## src/rtl/acc_map.vh

```
// Register offsets, field positions and reset values of the comparator block.
// Assumes a Wishbone slave decoding byte offsets on a 32-bit data bus.
// Contract
// - Result is high while selected positive input exceeds selected negative.
// - Raw result passes a synchronizer, two clocks before readable.
// - Event flag sets when a result change matches the edge mode.
// - Interrupt request only while flag, enable and global enable are set; irq_out ignores all three and follows the status and mask bits.
// - Vector execution clears the event flag.
// - Writing one to flag clears it; zero leaves it.
// - Edge mode 00 toggle, 01 reserved, 10 falling, 11 rising.
// - Disable bit 7 switches comparator power off, settable any time.
// - Bandgap select bit picks bandgap, else positive pin, as positive input.
// - Capture route bit feeds result to timer capture, else no connection.
// - Mux enable with converter off picks channel 0..7, else negative pin.
// - Converter mux unusable unless power reduce bit is zero.
// - Buffer-off bits disable pin digital buffer; port bit reads zero.
// - Converter enable bit tells whether converter is on.
`ifndef ACC_MAP_VH
`define ACC_MAP_VH
`define ACC_OFS_CTRL 8'h50
`define ACC_OFS_CONVB 8'h7B
`define ACC_OFS_PINDIS 8'h7F
`define ACC_OFS_ISTAT 8'h80
`define ACC_OFS_IMASK 8'h84
`define ACC_OFS_SYSCTL 8'h88
`define ACC_B_DISABLE 7
`define ACC_B_BANDGAP 6
`define ACC_B_RESULT 5
`define ACC_B_FLAG 4
`define ACC_B_IRQEN 3
`define ACC_B_CAPT 2
`define ACC_B_MUXEN 6
`define ACC_B_GIE 0
`define ACC_B_CONVEN 1
`define ACC_B_PRR 2
`define ACC_RST_CTRL 8'h00
`define ACC_RST_CONVB 8'h00
`define ACC_RST_PINDIS 8'h00
`define ACC_RST_SYSCTL 8'h04
`define ACC_MODE_TOGGLE 2'h0
`define ACC_MODE_FALL 2'h2
`define ACC_MODE_RISE 2'h3
`endif

```

## src/rtl/acc_analog_comparator_control.v

```verilog
// Control logic of the on-chip voltage comparator, with a Wishbone slave.
// Assumes analog levels arrive as digitised codes and pins are asynchronous.
`timescale 1ns/1ps
`default_nettype none
`include "acc_map.vh"
module acc_analog_comparator_control #(
  parameter LEVEL_W = 10
) (
  input wire mclk_in,
  input wire resetn_in,
  input wire wb_cyc_in,
  input wire wb_stb_in,
  input wire wb_we_in,
  input wire [7:0] wb_adr_in,
  input wire [3:0] wb_sel_in,
  input wire [31:0] wb_dat_in,
  output reg [31:0] wb_dat_out,
  output reg wb_ack_out,
  input wire [LEVEL_W-1:0] positive_input_pin_in,
  input wire [LEVEL_W-1:0] negative_input_pin_in,
  input wire [LEVEL_W-1:0] bandgap_level_in,
  input wire [8*LEVEL_W-1:0] converter_inputs_in,
  input wire [2:0] channel_select_in,
  input wire vector_ack_in,
  input wire pos_pin_digital_in,
  input wire neg_pin_digital_in,
  output reg pos_pin_port_bit_out,
  output reg neg_pin_port_bit_out,
  output reg pos_pin_buffer_off_out,
  output reg neg_pin_buffer_off_out,
  output reg comparator_power_on_out,
  output reg capture_input_out,
  output reg compare_irq_out,
  output reg irq_out
);
  reg [7:0] ctrl_r;
  reg [7:0] convb_r;
  reg [1:0] pindis_r;
  reg [2:0] sysctl_r;
  reg [1:0] istat_r;
  reg [1:0] imask_r;
  reg raw_r;
  reg sync1_r;
  reg sync2_r;
  reg prev_r;
  reg pos_s1_r;
  reg pos_s2_r;
  reg neg_s1_r;
  reg neg_s2_r;
  reg [LEVEL_W-1:0] pos_lvl;
  reg [LEVEL_W-1:0] neg_lvl;
  reg edge_hit;
  reg [31:0] rd_data;
  wire bus_req;
  wire wr_lane0;
  wire rd_stb;
  wire wr_flag_one;
  wire mux_usable;
  wire [1:0] mode;

  assign bus_req = wb_cyc_in & wb_stb_in & ~wb_ack_out;
  assign wr_lane0 = bus_req & wb_we_in & wb_sel_in[0];
  assign rd_stb = bus_req & ~wb_we_in;
  assign wr_flag_one = wr_lane0 && (wb_adr_in == `ACC_OFS_CTRL) &&
    wb_dat_in[`ACC_B_FLAG];
  assign mode = ctrl_r[1:0];
  // The converter mux is only reachable with power reduction off.
  assign mux_usable = convb_r[`ACC_B_MUXEN] & ~sysctl_r[`ACC_B_CONVEN] &
    ~sysctl_r[`ACC_B_PRR];

  always @*
  begin
    pos_lvl = ctrl_r[`ACC_B_BANDGAP] ? bandgap_level_in :
      positive_input_pin_in;
    neg_lvl = mux_usable ?
      converter_inputs_in[channel_select_in*LEVEL_W +: LEVEL_W] :
      negative_input_pin_in;
  end

  // Reserved mode 01 raises no edge events, so the flag and status bit 0 stay quiet.
  always @*
  begin
    case (mode)
      `ACC_MODE_TOGGLE: edge_hit = sync2_r ^ prev_r;
      `ACC_MODE_FALL: edge_hit = prev_r & ~sync2_r;
      `ACC_MODE_RISE: edge_hit = ~prev_r & sync2_r;
      default: edge_hit = 1'b0;
    endcase
  end

  always @*
  begin
    rd_data = 32'h0000_0000;
    case (wb_adr_in)
      `ACC_OFS_CTRL: rd_data[7:0] = {ctrl_r[7:6], sync2_r, ctrl_r[4:0]};
      `ACC_OFS_CONVB: rd_data[7:0] = {1'b0, convb_r[6], 3'h0, convb_r[2:0]};
      `ACC_OFS_PINDIS: rd_data[1:0] = pindis_r;
      `ACC_OFS_ISTAT: rd_data[1:0] = istat_r;
      `ACC_OFS_IMASK: rd_data[1:0] = imask_r;
      `ACC_OFS_SYSCTL: rd_data[2:0] = sysctl_r;
      default: rd_data = 32'h0000_0000;
    endcase
  end

  always @(posedge mclk_in or negedge resetn_in)
  begin
    if (!resetn_in)
    begin
      ctrl_r <= `ACC_RST_CTRL;
      convb_r <= `ACC_RST_CONVB;
      pindis_r <= 2'h0;
      sysctl_r <= 3'h4;
      istat_r <= 2'h0;
      imask_r <= 2'h0;
      raw_r <= 1'b0;
      sync1_r <= 1'b0;
      sync2_r <= 1'b0;
      prev_r <= 1'b0;
      pos_s1_r <= 1'b0;
      pos_s2_r <= 1'b0;
      neg_s1_r <= 1'b0;
      neg_s2_r <= 1'b0;
      wb_ack_out <= 1'b0;
      wb_dat_out <= 32'h0000_0000;
      pos_pin_port_bit_out <= 1'b0;
      neg_pin_port_bit_out <= 1'b0;
      pos_pin_buffer_off_out <= 1'b0;
      neg_pin_buffer_off_out <= 1'b0;
      comparator_power_on_out <= 1'b0;
      capture_input_out <= 1'b0;
      compare_irq_out <= 1'b0;
      irq_out <= 1'b0;
    end
    else
    begin
      wb_ack_out <= bus_req;
      if (rd_stb)
        wb_dat_out <= rd_data;
      // A disabled comparator holds its result low.
      raw_r <= ~ctrl_r[`ACC_B_DISABLE] && (pos_lvl > neg_lvl);
      sync1_r <= raw_r;
      sync2_r <= sync1_r;
      prev_r <= sync2_r;
      // Flag: a new event wins over a clear in the same cycle.
      if (edge_hit)
        ctrl_r[`ACC_B_FLAG] <= 1'b1;
      else if (vector_ack_in || wr_flag_one)
        ctrl_r[`ACC_B_FLAG] <= 1'b0;
      if (wr_lane0)
      begin
        case (wb_adr_in)
          `ACC_OFS_CTRL:
          begin
            ctrl_r[7:6] <= wb_dat_in[7:6];
            ctrl_r[3:0] <= wb_dat_in[3:0];
          end
          `ACC_OFS_CONVB:
          begin
            convb_r[6] <= wb_dat_in[6];
            convb_r[2:0] <= wb_dat_in[2:0];
          end
          `ACC_OFS_PINDIS: pindis_r <= wb_dat_in[1:0];
          `ACC_OFS_IMASK: imask_r <= wb_dat_in[1:0];
          `ACC_OFS_SYSCTL: sysctl_r <= wb_dat_in[2:0];
          default: imask_r <= imask_r;
        endcase
      end
      // Status bit 0 is the edge event, bit 1 the result rising; read clears.
      istat_r[0] <= edge_hit | (istat_r[0] &
        ~(rd_stb && wb_adr_in == `ACC_OFS_ISTAT));
      istat_r[1] <= (~prev_r & sync2_r) | (istat_r[1] &
        ~(rd_stb && wb_adr_in == `ACC_OFS_ISTAT));
      irq_out <= |(istat_r & imask_r);
      compare_irq_out <= ctrl_r[`ACC_B_FLAG] & ctrl_r[`ACC_B_IRQEN] &
        sysctl_r[`ACC_B_GIE];
      capture_input_out <= ctrl_r[`ACC_B_CAPT] & sync2_r;
      comparator_power_on_out <= ~ctrl_r[`ACC_B_DISABLE];
      pos_s1_r <= pos_pin_digital_in;
      pos_s2_r <= pos_s1_r;
      neg_s1_r <= neg_pin_digital_in;
      neg_s2_r <= neg_s1_r;
      pos_pin_buffer_off_out <= pindis_r[0];
      neg_pin_buffer_off_out <= pindis_r[1];
      pos_pin_port_bit_out <= pos_s2_r & ~pindis_r[0];
      neg_pin_port_bit_out <= neg_s2_r & ~pindis_r[1];
    end
  end
endmodule
`default_nettype wire

```

## config.mk

```make
export PLATFORM = sky130hd
export DESIGN_NAME = acc_analog_comparator_control
export DESIGN_NICKNAME = d
export VERILOG_FILES = /design/src/rtl/acc_analog_comparator_control.v
export VERILOG_INCLUDE_DIRS = /design/src /design/src/rtl
export SDC_FILE = /design/constraint.sdc
export NUM_CORES = 1
export LEC_CHECK = 0
export BUFFER_PORTS_ARGS = -buffer_cell sky130_fd_sc_hd__clkbuf_2
export CAP_MARGIN = 20
export CORE_MARGIN = 5
export CORE_UTILIZATION = 28
export CTS_CLUSTER_SIZE = 24
export DETAILED_ROUTE_END_ITERATION = 10
export SYNTH_ARGS = -nofsm -noshare
export SYNTH_HDL_FRONTEND = slang
export SYNTH_SLANG_ARGS = --single-unit
```

## constraint.sdc

```tcl
create_clock -name mclk_in -period 3.3 [get_ports mclk_in]
set_input_delay 0.66 -clock mclk_in [delete_from_list [all_inputs] [get_ports mclk_in]]
set_output_delay 0.66 -clock mclk_in [all_outputs]
set_load 0.01 [all_outputs]
```

# [After elaboration in Yosys (flattened, before gate mapping)]
# Cells that the tools add are included.
[totals] reg_bits=45 inputBits=165 out_inout_bits=41 elab_cells=89
[op_classes] n_mul=1 magnitude_cmp=1 n_eq_ne=8 shifts=1 muxes=8 bitwise=30 n_reduce_logical=13
[op_table] cell="variable part select 80 x 8 -> 10 bit" n=1
[op_table] cell="== test 8 x 7 -> 1 bit, second input constant" n=3
[op_table] cell="== test 8 bit, second input constant" n=3
[op_table] cell="two-way mux 10 bit" n=2
[op_table] cell="bitwise AND 1 bit" n=16
[op_table] cell="case mux 2 bit (6 select lines)" n=1
[op_table] cell="greater-than comparator 10 bit" n=1
[op_table] cell="NOT 1 bit" n=10
[op_table] cell="case mux 5 bit (2 select lines)" n=1
[op_table] cell="AND reduction 2 bit" n=5
[op_table] cell="multiplier 3 x 3 -> 6 bit, second input constant" n=1
[op_table] cell="case mux 1 bit (3 select lines)" n=2
[op_table] cell="== test 2 bit, second input constant" n=2
[op_table] cell="logical AND 1 bit" n=4
[op_table] cell="bitwise AND 2 bit" n=1
[op_table] cell="zero test 2 bit" n=1
[op_table] cell="two-way mux 1 bit" n=2
[op_table] cell="OR 1 bit" n=2
[op_table] cell="nonzero test 2 bit" n=1
[op_table] cell="OR reduction 2 bit" n=1
[op_table] cell="logical OR 1 bit" n=1
[op_table] cell="XOR 1 bit" n=1

# [Logic depth before layout (Yosys ltp)]
# Gate-level depths: netlist (run 1).
[logic_depth] depth_word=9 mapped_depth=10 ltp_nobuf=9

# [Worst setup path before layout (run 1)]
# No wires, ideal clock.
[synth_path] path_kind="input to register" start="input channel_select_in[0]" end="register raw_r" setup_ns=0.119 arrival_time_ns=2.434 required_ns=3.181 slack_ns=0.747 cell_stages=10 path_buffers=1 path_cell_list="buf_2 > mux4_2 > mux2i_1 > nand2_1 > o21ai_0 > ha_1 > nor2b_1 > o21bai_1 > a31oi_1 > o21a_1"
[synth_between] elab_chain_len=5
[synth_lines] item="start: declaration" line="acc_analog_comparator_control.v:23" rtl="input wire [2:0] channel_select_in,"
[synth_lines] item="multiplier 3 x 3 -> 6 bit" line="acc_analog_comparator_control.v:76" rtl="converter_inputs_in[channel_select_in*LEVEL_W +: LEVEL_W] :"
[synth_lines] item="variable part select 80 x 8 -> 10 bit" line="acc_analog_comparator_control.v:76"
[synth_lines] item="two-way mux 10 bit" line="acc_analog_comparator_control.v:75" rtl="neg_lvl = mux_usable ?"
[synth_lines] item="greater-than comparator 10 bit" line="acc_analog_comparator_control.v:140" rtl="raw_r <= ~ctrl_r[`ACC_B_DISABLE] && (pos_lvl > neg_lvl);"
[synth_lines] item="logical AND 1 bit" line="acc_analog_comparator_control.v:140"
[synth_lines] item="end signal: assignment" line="acc_analog_comparator_control.v:140"
[synth_lines] item="end: declaration" line="acc_analog_comparator_control.v:42" rtl="reg raw_r;"
# No other way between the ends.
# A chain may end at the register's enable or synchronous reset.

# [Final worst setup path (run 1)]
# Same ends and word-level chain as after synthesis.

==> results by group, run 1 <==
Status
  – Status: finished clean

Route
  – Routed len/inst: ~15 um
  – Residual DRC count: 0
  – Vias: around 2600
  – Via-to-Cell Ratio: 4.62
  – 1st-iter DRT viols: slightly below 100
  – Final ANT Viol Nets: 0
  – First drt pass iteration count: 4
  – Wirelength, routed: around 8500 um

Place
  – RD Place Congestion: 0.860
  – Cells after DPL: between 500 and 600
  – DP Area: 3870 um^2
  – Number of I/O port buffers: 153
  – Post-DP HPWL: around 7400 um
  – DP Worst Slack: between 300 and 400 ps

Worst hold path
  – Hold Path Cell Cnt: 0
  – Hold Path Class: flip-flop to flip-flop
  – Hold path start: pos_s1_r
  – Worst hold endpoint: pos_s2_r

Die
  – Core area: 10700 um^2
  – Die width: 114 um
  – Total I/O pin count: between 200 and 250
  – Initial Util: between 20% and 30%
  – Die Area: approximately 13000 um^2
  – FP Rows: 38
  – DIE HEIGHT: approximately 110 um

Synth
  – Total of warnings raised by yosys: 0
  – Synth Instances: 264
  – Most used DFF post-synth: dfrtp_1
  – Mapped cell area: a little over 3000 um^2
  – Avg Cell Area, Syn: 11.5 um^2
  – Post-synth ARST share: between 90% and 100%
  – #FFs+latches synth: 45
  – Seq/Total Area, Yosys: between 30% and 40%
  – Post-synth EDFFs: 0
  – Cell variety after synth: 42

Critical path
  – Crit path DAT: 2790 ps
  – Startpoint types: primary input
  – CP endpoint kind: flip-flop
  – Worst R2R Setup Slack: between 1000 and 1500 ps
  – Critical path's top delay family: multiplexers
  – Reg2reg end: raw_r
  – CP Max Fanout: 12
  – Critical path class: primary input to flip-flop
  – Critical-path cell list: clkbuf_2, buf_12, mux4_2, mux2i_1, nand2_1, o21ai_0, ha_1, nor2b_1, o21bai_1, a31oi_1, o21a_1
  – Crit path launch: channel_select_in[0]
  – Critical Path RT: 3480 ps
  – Critical Path Max Stage Delay: slightly above 500 ps
  – Slowest CP cell: mux4_2
  – WP buf/inv: 2
  – Worst R2R Start: ctrl_r[6]
  – R2R depth: 6

Layout
  – Commonest non-fill, non-tap cell in the layout: clkbuf_2
  – Number of diodes: 0
  – # fillers: 1132
  – Area growth syn-to-layout: 30.1%
  – Nets: just under 600
  – Layout cell share with drive strength beyond 1: a little over half
  – Most frequent cells in the layout: clkbuf_2 (153), dfrtp_1 (44), mux2_2 (28), conb_1 (24), nand2_1 (23)
  – Final Cell Area: slightly below 4000 um^2
  – Final Non-Filler Cells: ~550
  – Final core occ: 36.8%

Global routing
  – Busiest grt layer: met2
  – GR Layer Usage met2: 23.5%
  – M3 GR Usage: under 10%
  – Initial antenna violation count: 0
  – Vias in the first global route: about 2900
  – Largest net degree at the start of global routing: 34
  – First-pass GRT wire length: around 13000 um
  – Overflow after GRT: 0
  – Total track usage: about an eighth
  – M1 GR Usage: about 15%

Clock tree
  – TritonCTS clock tree: done
  – CTS Sinks: 45
  – Htree depth: 2
  – CTS Buf Count: 5
  – Resize count post-CTS: 0
  – Clock transition at path regs: approximately 80 ps
  – Root Buffer: clkbuf_8
  – CTS Buffer Depth: 2
  – Setup repair bufs after CTS: 0
  – Clk Latency, worst-skew pair: between 200 and 300 ps
  – Post-CTS Hold Buffers: 0

Timing
  – Measured slew at the worst slew-check pin: around 810 ps
  – Final setup viols: 0
  – Normalized max-slew margin: 45.9%
  – Unrepaired setup endpoints after global routing: no
  – Setup slack after layout: around 700 ps
  – Tmin final: between 2000 and 3000 ps
  – Final critical-path share of the clock period: around four fifths
  – Final Slew Violations: 0
  – Final hold vios: 0
  – Setup TNS: 0 ps
  – Max Freq: 384 MHz
  – Fin Hold WS: between 300 and 400 ps
  – Worst Skew: ~5.8 ps

Pwr
  – Tot Pwr: approximately 1.2 mW
  – Leakage: between 2 and 2.5 nW
  – Worst VDD drop: roughly 230 uV
  – Pwr Density: 299 nW/um^2

Job
  – Max-cap violations: 0
## power breakdown
part	internal, mW	total (mW)	switching (mW)
logic	0.147	0.274	0.127
clock network	0.147	0.323	0.176
registers	0.571	0.583	0.0119
## synth_stat cells (2+ instances only)
cell	instances	area [um^2]
nor2b_1	5	31.3
nor4_4	2	42.5
a21o_1	3	22.5
inv_1	4	15.0
ha_1	12	150
mux2i_1	14	140
nand4_1	3	18.8
buf_1	2	7.51
a21oi_1	9	45.0
nor3_1	2	10.0
o221ai_1	2	17.5
clkbuf_1	6	22.5
dfrtp_1	44	1100
a31oi_1	2	12.5
nand3_1	9	45.0
mux4_2	20	450
and3_1	2	12.5
mux2_2	28	315
nand2_1	23	86.3
o21ai_0	11	55.1
a22oi_1	2	15.0
buf_2	5	25.0
nor2_1	12	45.0
buf_4	24	180
## how the worst max path moves through the flow
stage                     slack, ps  cells after the start     to
after floorplan                 750                     10  raw_r
after global placement          390                     11  raw_r
after detailed placement        350                     11  raw_r
after CTS                       650                     11  raw_r
after global routing            550                     11  raw_r
final                           700                     11  raw_r
## per-layer routing
metal	share of wire [%]	up-vias	wire, um
met5	0	-	0
li1	-	1230	-
met3	7.8	12	664
met1	38	1195	3210
met4	1.7	0	147
met2	53	122	4480
## cell families (layout without fill, tap and decap cells)
kind of cell	after synthesis	after routing	synth area share (%)
and+or+nand+nor	69	69	12.9
muxes	62	62	29.8
DFF	45	45	37.1
buffers and inverters	41	168	8.23
AOI/OAI and AO/OA	34	34	6.88
adders and majority gates	12	12	4.94
other	1	24	0.123
## worst register-to-register path: stages (launching register included)
cell	delay (ps)
dfrtp_1	690
mux2_2	400
ha_1	320
nand4_1	130
o21bai_1	180
a31oi_1	150
o21a_1	130
## layout make-up
| class | instances | area [um^2] | share of cell area [%] |
|---|---|---|---|
| clock buffer | 6 | 72.6 | 1.84 |
| clock inverter | 2 | 10.0 | 0.253 |
| inverter | 4 | 15.0 | 0.380 |
| multi-input combinational | 201 | 1750 | 44.3 |
| sequential | 45 | 1130 | 28.5 |
| tap | 140 | 175 | 4.43 |
| timing repair buffer | 156 | 801 | 20.3 |
## registers in the layout, summed over array words and instances, names as in the netlist, 2 cells and up
signal,cells
ctrl_r,7
convb_r,4
pindis_r,2
sysctl_r,3
imask_r,2
wb_dat_out,8
istat_r,2
(Power assumes the default switching activity.)
==> run 2: changes to the inputs <==
==> constraint.sdc (replaced) <==
create_clock -name mclk_in -period 2.4 [get_ports mclk_in]
set_input_delay 0.48 -clock mclk_in [delete_from_list [all_inputs] [get_ports mclk_in]]
set_output_delay 0.48 -clock mclk_in [all_outputs]
set_load 0.01 [all_outputs]
==> run 2 against run 1 <==
Compared with the run above: worst setup slack lost 500 ps; cell count grew 0.54%; via count shrank 0.12%; clock skew is essentially flat; hold slack lost 150 ps; cell area grew 1.2%; highest routed layer unchanged; register-to-register slack lost 880 ps; global-route usage shrank 0.17 points; power grew 40%; clock power grew 45%; sequential power grew 37%; largest power group unchanged; non-clock buffer count grew 4.
==> results by group, run 2 (synthesized netlist as in run 1, its figures left out) <==
Layout
  – Area occupied by multi-input gates: around 1800 um^2
  – Register area: 1130 um^2
  – Biggest register: wb_dat_out
  – Final core occ: a little under two fifths
  – Commonest non-fill, non-tap cell in the layout: clkbuf_2
  – # fillers: 1131
  – Area growth syn-to-layout: 31.6%
  – Layout cell share with drive strength beyond 1: 53.5%
  – Regs by FF count: wb_dat_out: 8 flops, ctrl_r: 7 flops, convb_r: 4 flops
  – Nets: about 600
  – Max reg flops: 8
  – Number of diodes: 0
  – Most frequent cells in the layout: clkbuf_2 (153), dfrtp_1 (44), mux2_2 (28), conb_1 (24), nand2_1 (23)

Route
  – Wirelength, routed: between 8000 and 9000 um
  – Via-to-Cell Ratio: about 4.6
  – Residual DRC count: 0
  – Final ANT Viol Nets: 0
  – 1st-iter DRT viols: 78
  – Routed len/inst: 15.2 um
  – Vias: 2556
  – First drt pass iteration count: 4

Die
  – Initial Util: ~28%
  – Core area: around 11000 um^2
  – Die Area: around 13000 um^2
  – DIE HEIGHT: between 100 and 150 um
  – Die width: roughly 110 um
  – FP Rows: 38
  – Total I/O pin count: approximately 210

Pwr
  – Combinational share of power: about a quarter
  – Sw frac: a little over a quarter
  – Int Pwr: ~1.2 mW
  – Leakage: slightly above 2 nW
  – Worst VDD drop: around 200 uV
  – Pwr Density: around 410 nW/um^2
  – Clock Power Share: approximately 28%
  – Sequential power share: 48.4%
  – Net Sw Power: about 430 uW

Worst hold path
  – Hold Path Class: primary input to async pin

Critical path
  – CP endpoint kind: flip-flop
  – Worst R2R Setup Slack: ~350 ps
  – Critical Path Max Stage Delay: slightly above 500 ps
  – Startpoint types: primary input
  – Critical-path cell list: clkbuf_2, buf_12, mux4_2, mux2i_1, nand2_1, o21ai_0, ha_1, nor2b_1, o21bai_1, a31oi_1, o21a_1
  – Critical Path RT: ~2600 ps
  – Reg2reg end: raw_r
  – R2R depth: 6
  – Crit path DAT: 2380 ps
  – Slowest CP cell: mux4_2
  – Worst R2R Start: ctrl_r[6]
  – CP Max Fanout: 13
  – Critical path class: primary input to flip-flop

Clock tree
  – CTS Sinks: 45
  – Htree depth: 2
  – CTS Buffer Depth: 2
  – Clock transition at path regs: approximately 80 ps
  – Clk Latency, worst-skew pair: 290 ps
  – CTS Buf Count: 5
  – Resize count post-CTS: 0
  – Post-CTS Hold Buffers: 0
  – Setup repair bufs after CTS: 0
  – Root Buffer: clkbuf_8
  – TritonCTS clock tree: done

Global routing
  – Overflow after GRT: 0
  – First-pass GRT wire length: around 13000 um
  – Total track usage: around an eighth
  – Largest net degree at the start of global routing: 28
  – Vias in the first global route: ~2800
  – Initial antenna violation count: 0

Place
  – Number of I/O port buffers: approximately 150
  – Post-DP HPWL: around 7500 um
  – DP Worst Slack: -149 ps
  – RD Place Congestion: 0.827

Job
  – Max-cap violations: 0

Timing
  – Tmin final: 2200 ps
  – Unrepaired setup endpoints after global routing: no
  – Setup slack after layout: between 150 and 200 ps
  – Final critical-path share of the clock period: just over 90%
  – Final hold vios: 0
  – Final Slew Violations: 0
  – Measured slew at the worst slew-check pin: between 600 and 700 ps
  – Max Freq: between 400 and 500 MHz
  – Worst Skew: around 5.4 ps
  – Normalized max-slew margin: 54.4%
  – Final setup viols: 0

Status
  – Status: finished clean
-- run 2: cell type report --
cell class / instances / share of cell area [%]
tap: 140 / 4.38
clock buffer: 7 / 2.16
multi-input combinational: 201 / 43.8
timing repair buffer: 160 / 21.1
inverter: 4 / 0.375
sequential: 45 / 28.2
-- run 2: stage by stage --
step           hold WS (ps)  power, mW  instance area (um^2)  std cells  TNS (ps)
2_1_floorplan           184       1.05                  3130        287         0
3_3_place_gp            333       1.20                  3910        550      -109
3_5_place_dp            338       1.21                  3910        550      -149
4_1_cts                 238       1.68                  4000        557         0
5_1_grt                 277       1.74                  4000        557         0
6_report                211       1.66                  4000        557         0
-- run 2: worst max-delay path: cells and delay by family --
kind	cells	cell delay, ps
AOI/OAI and AO/OA	4	500
buffers and inverters	2	280
and+or+nand+nor	2	200
muxes	2	650
adders and majority gates	1	280
-- run 2: power groups by stage --
| stage | Clock, mW | Combinational, mW | Sequential (mW) |
|---|---|---|---|
| 5_1_grt | 0.507 | 0.427 | 0.805 |
| 3_3_place_gp | 0 | 0.380 | 0.816 |
| 3_5_place_dp | 0 | 0.391 | 0.817 |
| 6_report | 0.469 | 0.386 | 0.801 |
| 2_1_floorplan | 0 | 0.228 | 0.818 |
| 4_1_cts | 0.482 | 0.392 | 0.802 |
-- run 2: layer usage --
metal | GRT usage (%) | share of wire (%)
met1 | 14.5 | 39
met2 | 23.1 | 52
met3 | 3.28 | 7.7
met4 | 2.85 | 1.2
met5 | 0 | 0
-- run 2: worst max-delay path by stage --
stage                         start  endpoint  slack (ps)  cells past startpoint
4_1_cts        channel_select_in[0]     raw_r         160                     11
2_1_floorplan  channel_select_in[0]     raw_r          30                     10
3_3_place_gp   channel_select_in[0]     raw_r        -110                     11
3_5_place_dp   channel_select_in[0]     raw_r        -150                     11
5_1_grt        channel_select_in[0]     raw_r          10                     11
6_report       channel_select_in[0]     raw_r         200                     11
==> run 3: changes to the inputs <==
--- a/config.mk
+++ b/config.mk
@@ -10,8 +10,10 @@
 export CAP_MARGIN = 20
 export CORE_MARGIN = 5
 export CORE_UTILIZATION = 28
+export CTS_BUF_LIST = sky130_fd_sc_hd__clkbuf_16
 export CTS_CLUSTER_SIZE = 24
 export DETAILED_ROUTE_END_ITERATION = 10
+export PLACE_DENSITY = 0.6
 export SYNTH_ARGS = -nofsm -noshare
 export SYNTH_HDL_FRONTEND = slang
 export SYNTH_SLANG_ARGS = --single-unit
==> constraint.sdc (replaced) <==
create_clock -name mclk_in -period 2.2 [get_ports mclk_in]
set_input_delay 0.44 -clock mclk_in [delete_from_list [all_inputs] [get_ports mclk_in]]
set_output_delay 0.44 -clock mclk_in [all_outputs]
set_load 0.01 [all_outputs]
==> run 3 against run 2 <==
Compared with the run above: utilization up 2.2 points; critical path type unchanged; wire length rose by 6.3%; sequential power increased by 9.6%; first-iteration DRC count increased by 19%; critical path depth is the same; clock-buffer cell count fell by 2; sequential share of layout area decreased by 1.5 points; via count up 2.8%; die area stayed put; clock skew fell by 2.3 ps.
==> results by group, run 3 (synthesized netlist as in run 1, its figures left out) <==
Layout
  – Layout cell share with drive strength beyond 1: 54.9%
  – Number of diodes: 0
  – Nets: about 600
  – Biggest register: wb_dat_out
  – Commonest non-fill, non-tap cell in the layout: clkbuf_2
  – Max reg flops: 8
  – # fillers: 1134
  – Area growth syn-to-layout: 39.3%
  – Area occupied by multi-input gates: 1760 um^2
  – Final Non-Filler Cells: 566
  – Register area: approximately 1100 um^2
  – Regs by FF count: wb_dat_out: 8 flops, ctrl_r: 7 flops, convb_r: 4 flops
  – Most frequent cells in the layout: clkbuf_2 (152), dfrtp_1 (44), mux2_2 (28), conb_1 (24), nand2_1 (23)

Route
  – Routed len/inst: 15.9 um
  – Via-to-Cell Ratio: approximately 4.6
  – Vias: ~2600
  – First drt pass iteration count: 4
  – Wirelength, routed: 8990 um
  – Residual DRC count: 0
  – 1st-iter DRT viols: 93
  – Final ANT Viol Nets: 0

Global routing
  – First-pass GRT wire length: approximately 14000 um
  – Overflow after GRT: 0
  – Vias in the first global route: approximately 2800
  – Initial antenna violation count: 0
  – Total track usage: a little over an eighth
  – Largest net degree at the start of global routing: 25

Critical path
  – Crit path DAT: between 2000 and 2500 ps
  – Critical Path Max Stage Delay: around 470 ps
  – Slowest CP cell: mux4_2
  – CP Max Fanout: 5
  – Critical Path RT: around 2400 ps
  – CP endpoint kind: flip-flop
  – Critical-path cell list: buf_12, buf_12, buf_4, mux4_2, mux2i_1, nand2_1, o21ai_0, ha_1, a21oi_1, o21ai_0, o21a_1
  – Critical path class: primary input to flip-flop
  – Startpoint types: primary input

Job
  – Max-cap violations: 0

Status
  – Status: finished clean

Clock tree
  – Clock transition at path regs: ~60 ps
  – CTS Buf Count: 5
  – CTS Buffer Depth: 2
  – TritonCTS clock tree: done
  – Clk Latency, worst-skew pair: between 200 and 300 ps
  – Htree depth: 2
  – Root Buffer: clkbuf_16
  – CTS Sinks: between 40 and 50

Die
  – Die Area: 13000 um^2
  – Initial Util: between 20 and 30%
  – Die width: 114 um
  – Core area: 10700 um^2
  – FP Rows: 38
  – DIE HEIGHT: 114 um
  – Total I/O pin count: between 200 and 250

Timing
  – Measured slew at the worst slew-check pin: between 500 and 600 ps
  – Fin Hold WS: between 100 and 150 ps
  – Worst Skew: 3.10 ps
  – Setup slack after layout: ~120 ps
  – Normalized max-slew margin: approximately three fifths
  – Max Freq: about 480 MHz
  – Final hold vios: 0
  – Final Slew Violations: 0
  – Unrepaired setup endpoints after global routing: yes
  – Tmin final: a little over 2000 ps
  – Setup TNS: 0 ps
  – Final critical-path share of the clock period: approximately 95%
  – Final setup viols: 0

Pwr
  – Clock Power Share: a little under two fifths
  – Pwr Density: a little over 500 nW/um^2
  – Combinational share of power: a little over a fifth
  – Leakage: between 2 and 2.5 nW
  – Sw frac: around a quarter
  – Tot Pwr: between 2 and 2.5 mW
  – Int Pwr: ~1.6 mW
  – Net Sw Power: 506 uW
  – Worst VDD drop: ~240 uV
  – Sequential power share: between 40% and 50%

Worst hold path
  – Hold Path Class: primary input to async pin

Place
  – Post-DP HPWL: roughly 7700 um
  – DP Worst Slack: -324 ps
  – RD Place Congestion: about 0.86
  – Number of I/O port buffers: roughly 150
  – Cells after DPL: 550
run 3: cell types whose count changed in the layout (fill, tap and decap cells not counted), moves of 2 or more:
| cell | delta |
|---|---|
| buf_16 | +2 |
| o21ai_2 | +2 |
| o21ai_1 | +3 |
| buf_12 | +2 |
| clkbuf_8 | -6 |
| clkbuf_16 | +6 |
| o21ai_0 | -5 |
| buf_4 | +4 |
run 3: cell type report:
class | count | area share (%)
clock buffer | 5 | 2.96
clock inverter | 3 | 0.887
inverter | 4 | 0.355
multi-input combinational | 201 | 41.7
sequential | 45 | 26.6
tap | 140 | 4.14
timing repair buffer | 168 | 23.4
run 3: critical path: cells and delay by family:
family / cells / cell delay, ps
fa+ha+maj: 1 / 270
mux: 2 / 620
compound gates: 4 / 520
simple gates: 1 / 60
buf+inv: 3 / 330
run 3: power by group through the flow:
stage	registers (mW)	clock network, mW	logic (mW)
finish	0.878	0.815	0.457
global route	0.880	0.882	0.508
CTS	0.878	0.836	0.450
detailed placement	0.893	0	0.426
global placement	0.891	0	0.416
floorplan	0.892	0	0.251
run 3: final timing paths:
kind / cells past startpoint / startpoint / endpoint / slack, ps
setup / recovery: 11 / channel_select_in[0] / raw_r / 120
hold / removal: 1 / resetn_in / imask_r[0] / 150
setup reg to reg: 6 / ctrl_r[6] / raw_r / 230
hold reg to reg: 0 / neg_s1_r / neg_s2_r / 350
max in group asynchronous: 2 / resetn_in / sysctl_r[2] / 1450
min in group mclk_in: 1 / pos_pin_digital_in / pos_s1_r / 260
run 3: metal layers:
metal | up-vias | global-route usage [%] | part of all wire, %
met2 | 137 | 24.5 | 52
met1 | 1226 | 15.4 | 36
li1 | 1250 | - | -
met3 | 14 | 3.86 | 9.0
met5 | - | 0 | 0
met4 | 0 | 4.67 | 2.4
run 3: stage by stage:
stage / util [%] / area (um^2)
2_1_floorplan: - / 3140
3_3_place_gp: 36.5 / 3930
3_5_place_dp: 36.5 / 3930
4_1_cts: 38.9 / 4180
5_1_grt: 39.4 / 4230
6_report: 39.4 / 4230
run 3: timing repair:
action                                  in CTS  in global routing
setup buffers                                3                  2
pin swaps                                    6                  4
hold buffers                                 0                  0
cloned                                       2                  1
endpoints found under the setup margin       1                  1
gates resized for setup                      9                  5
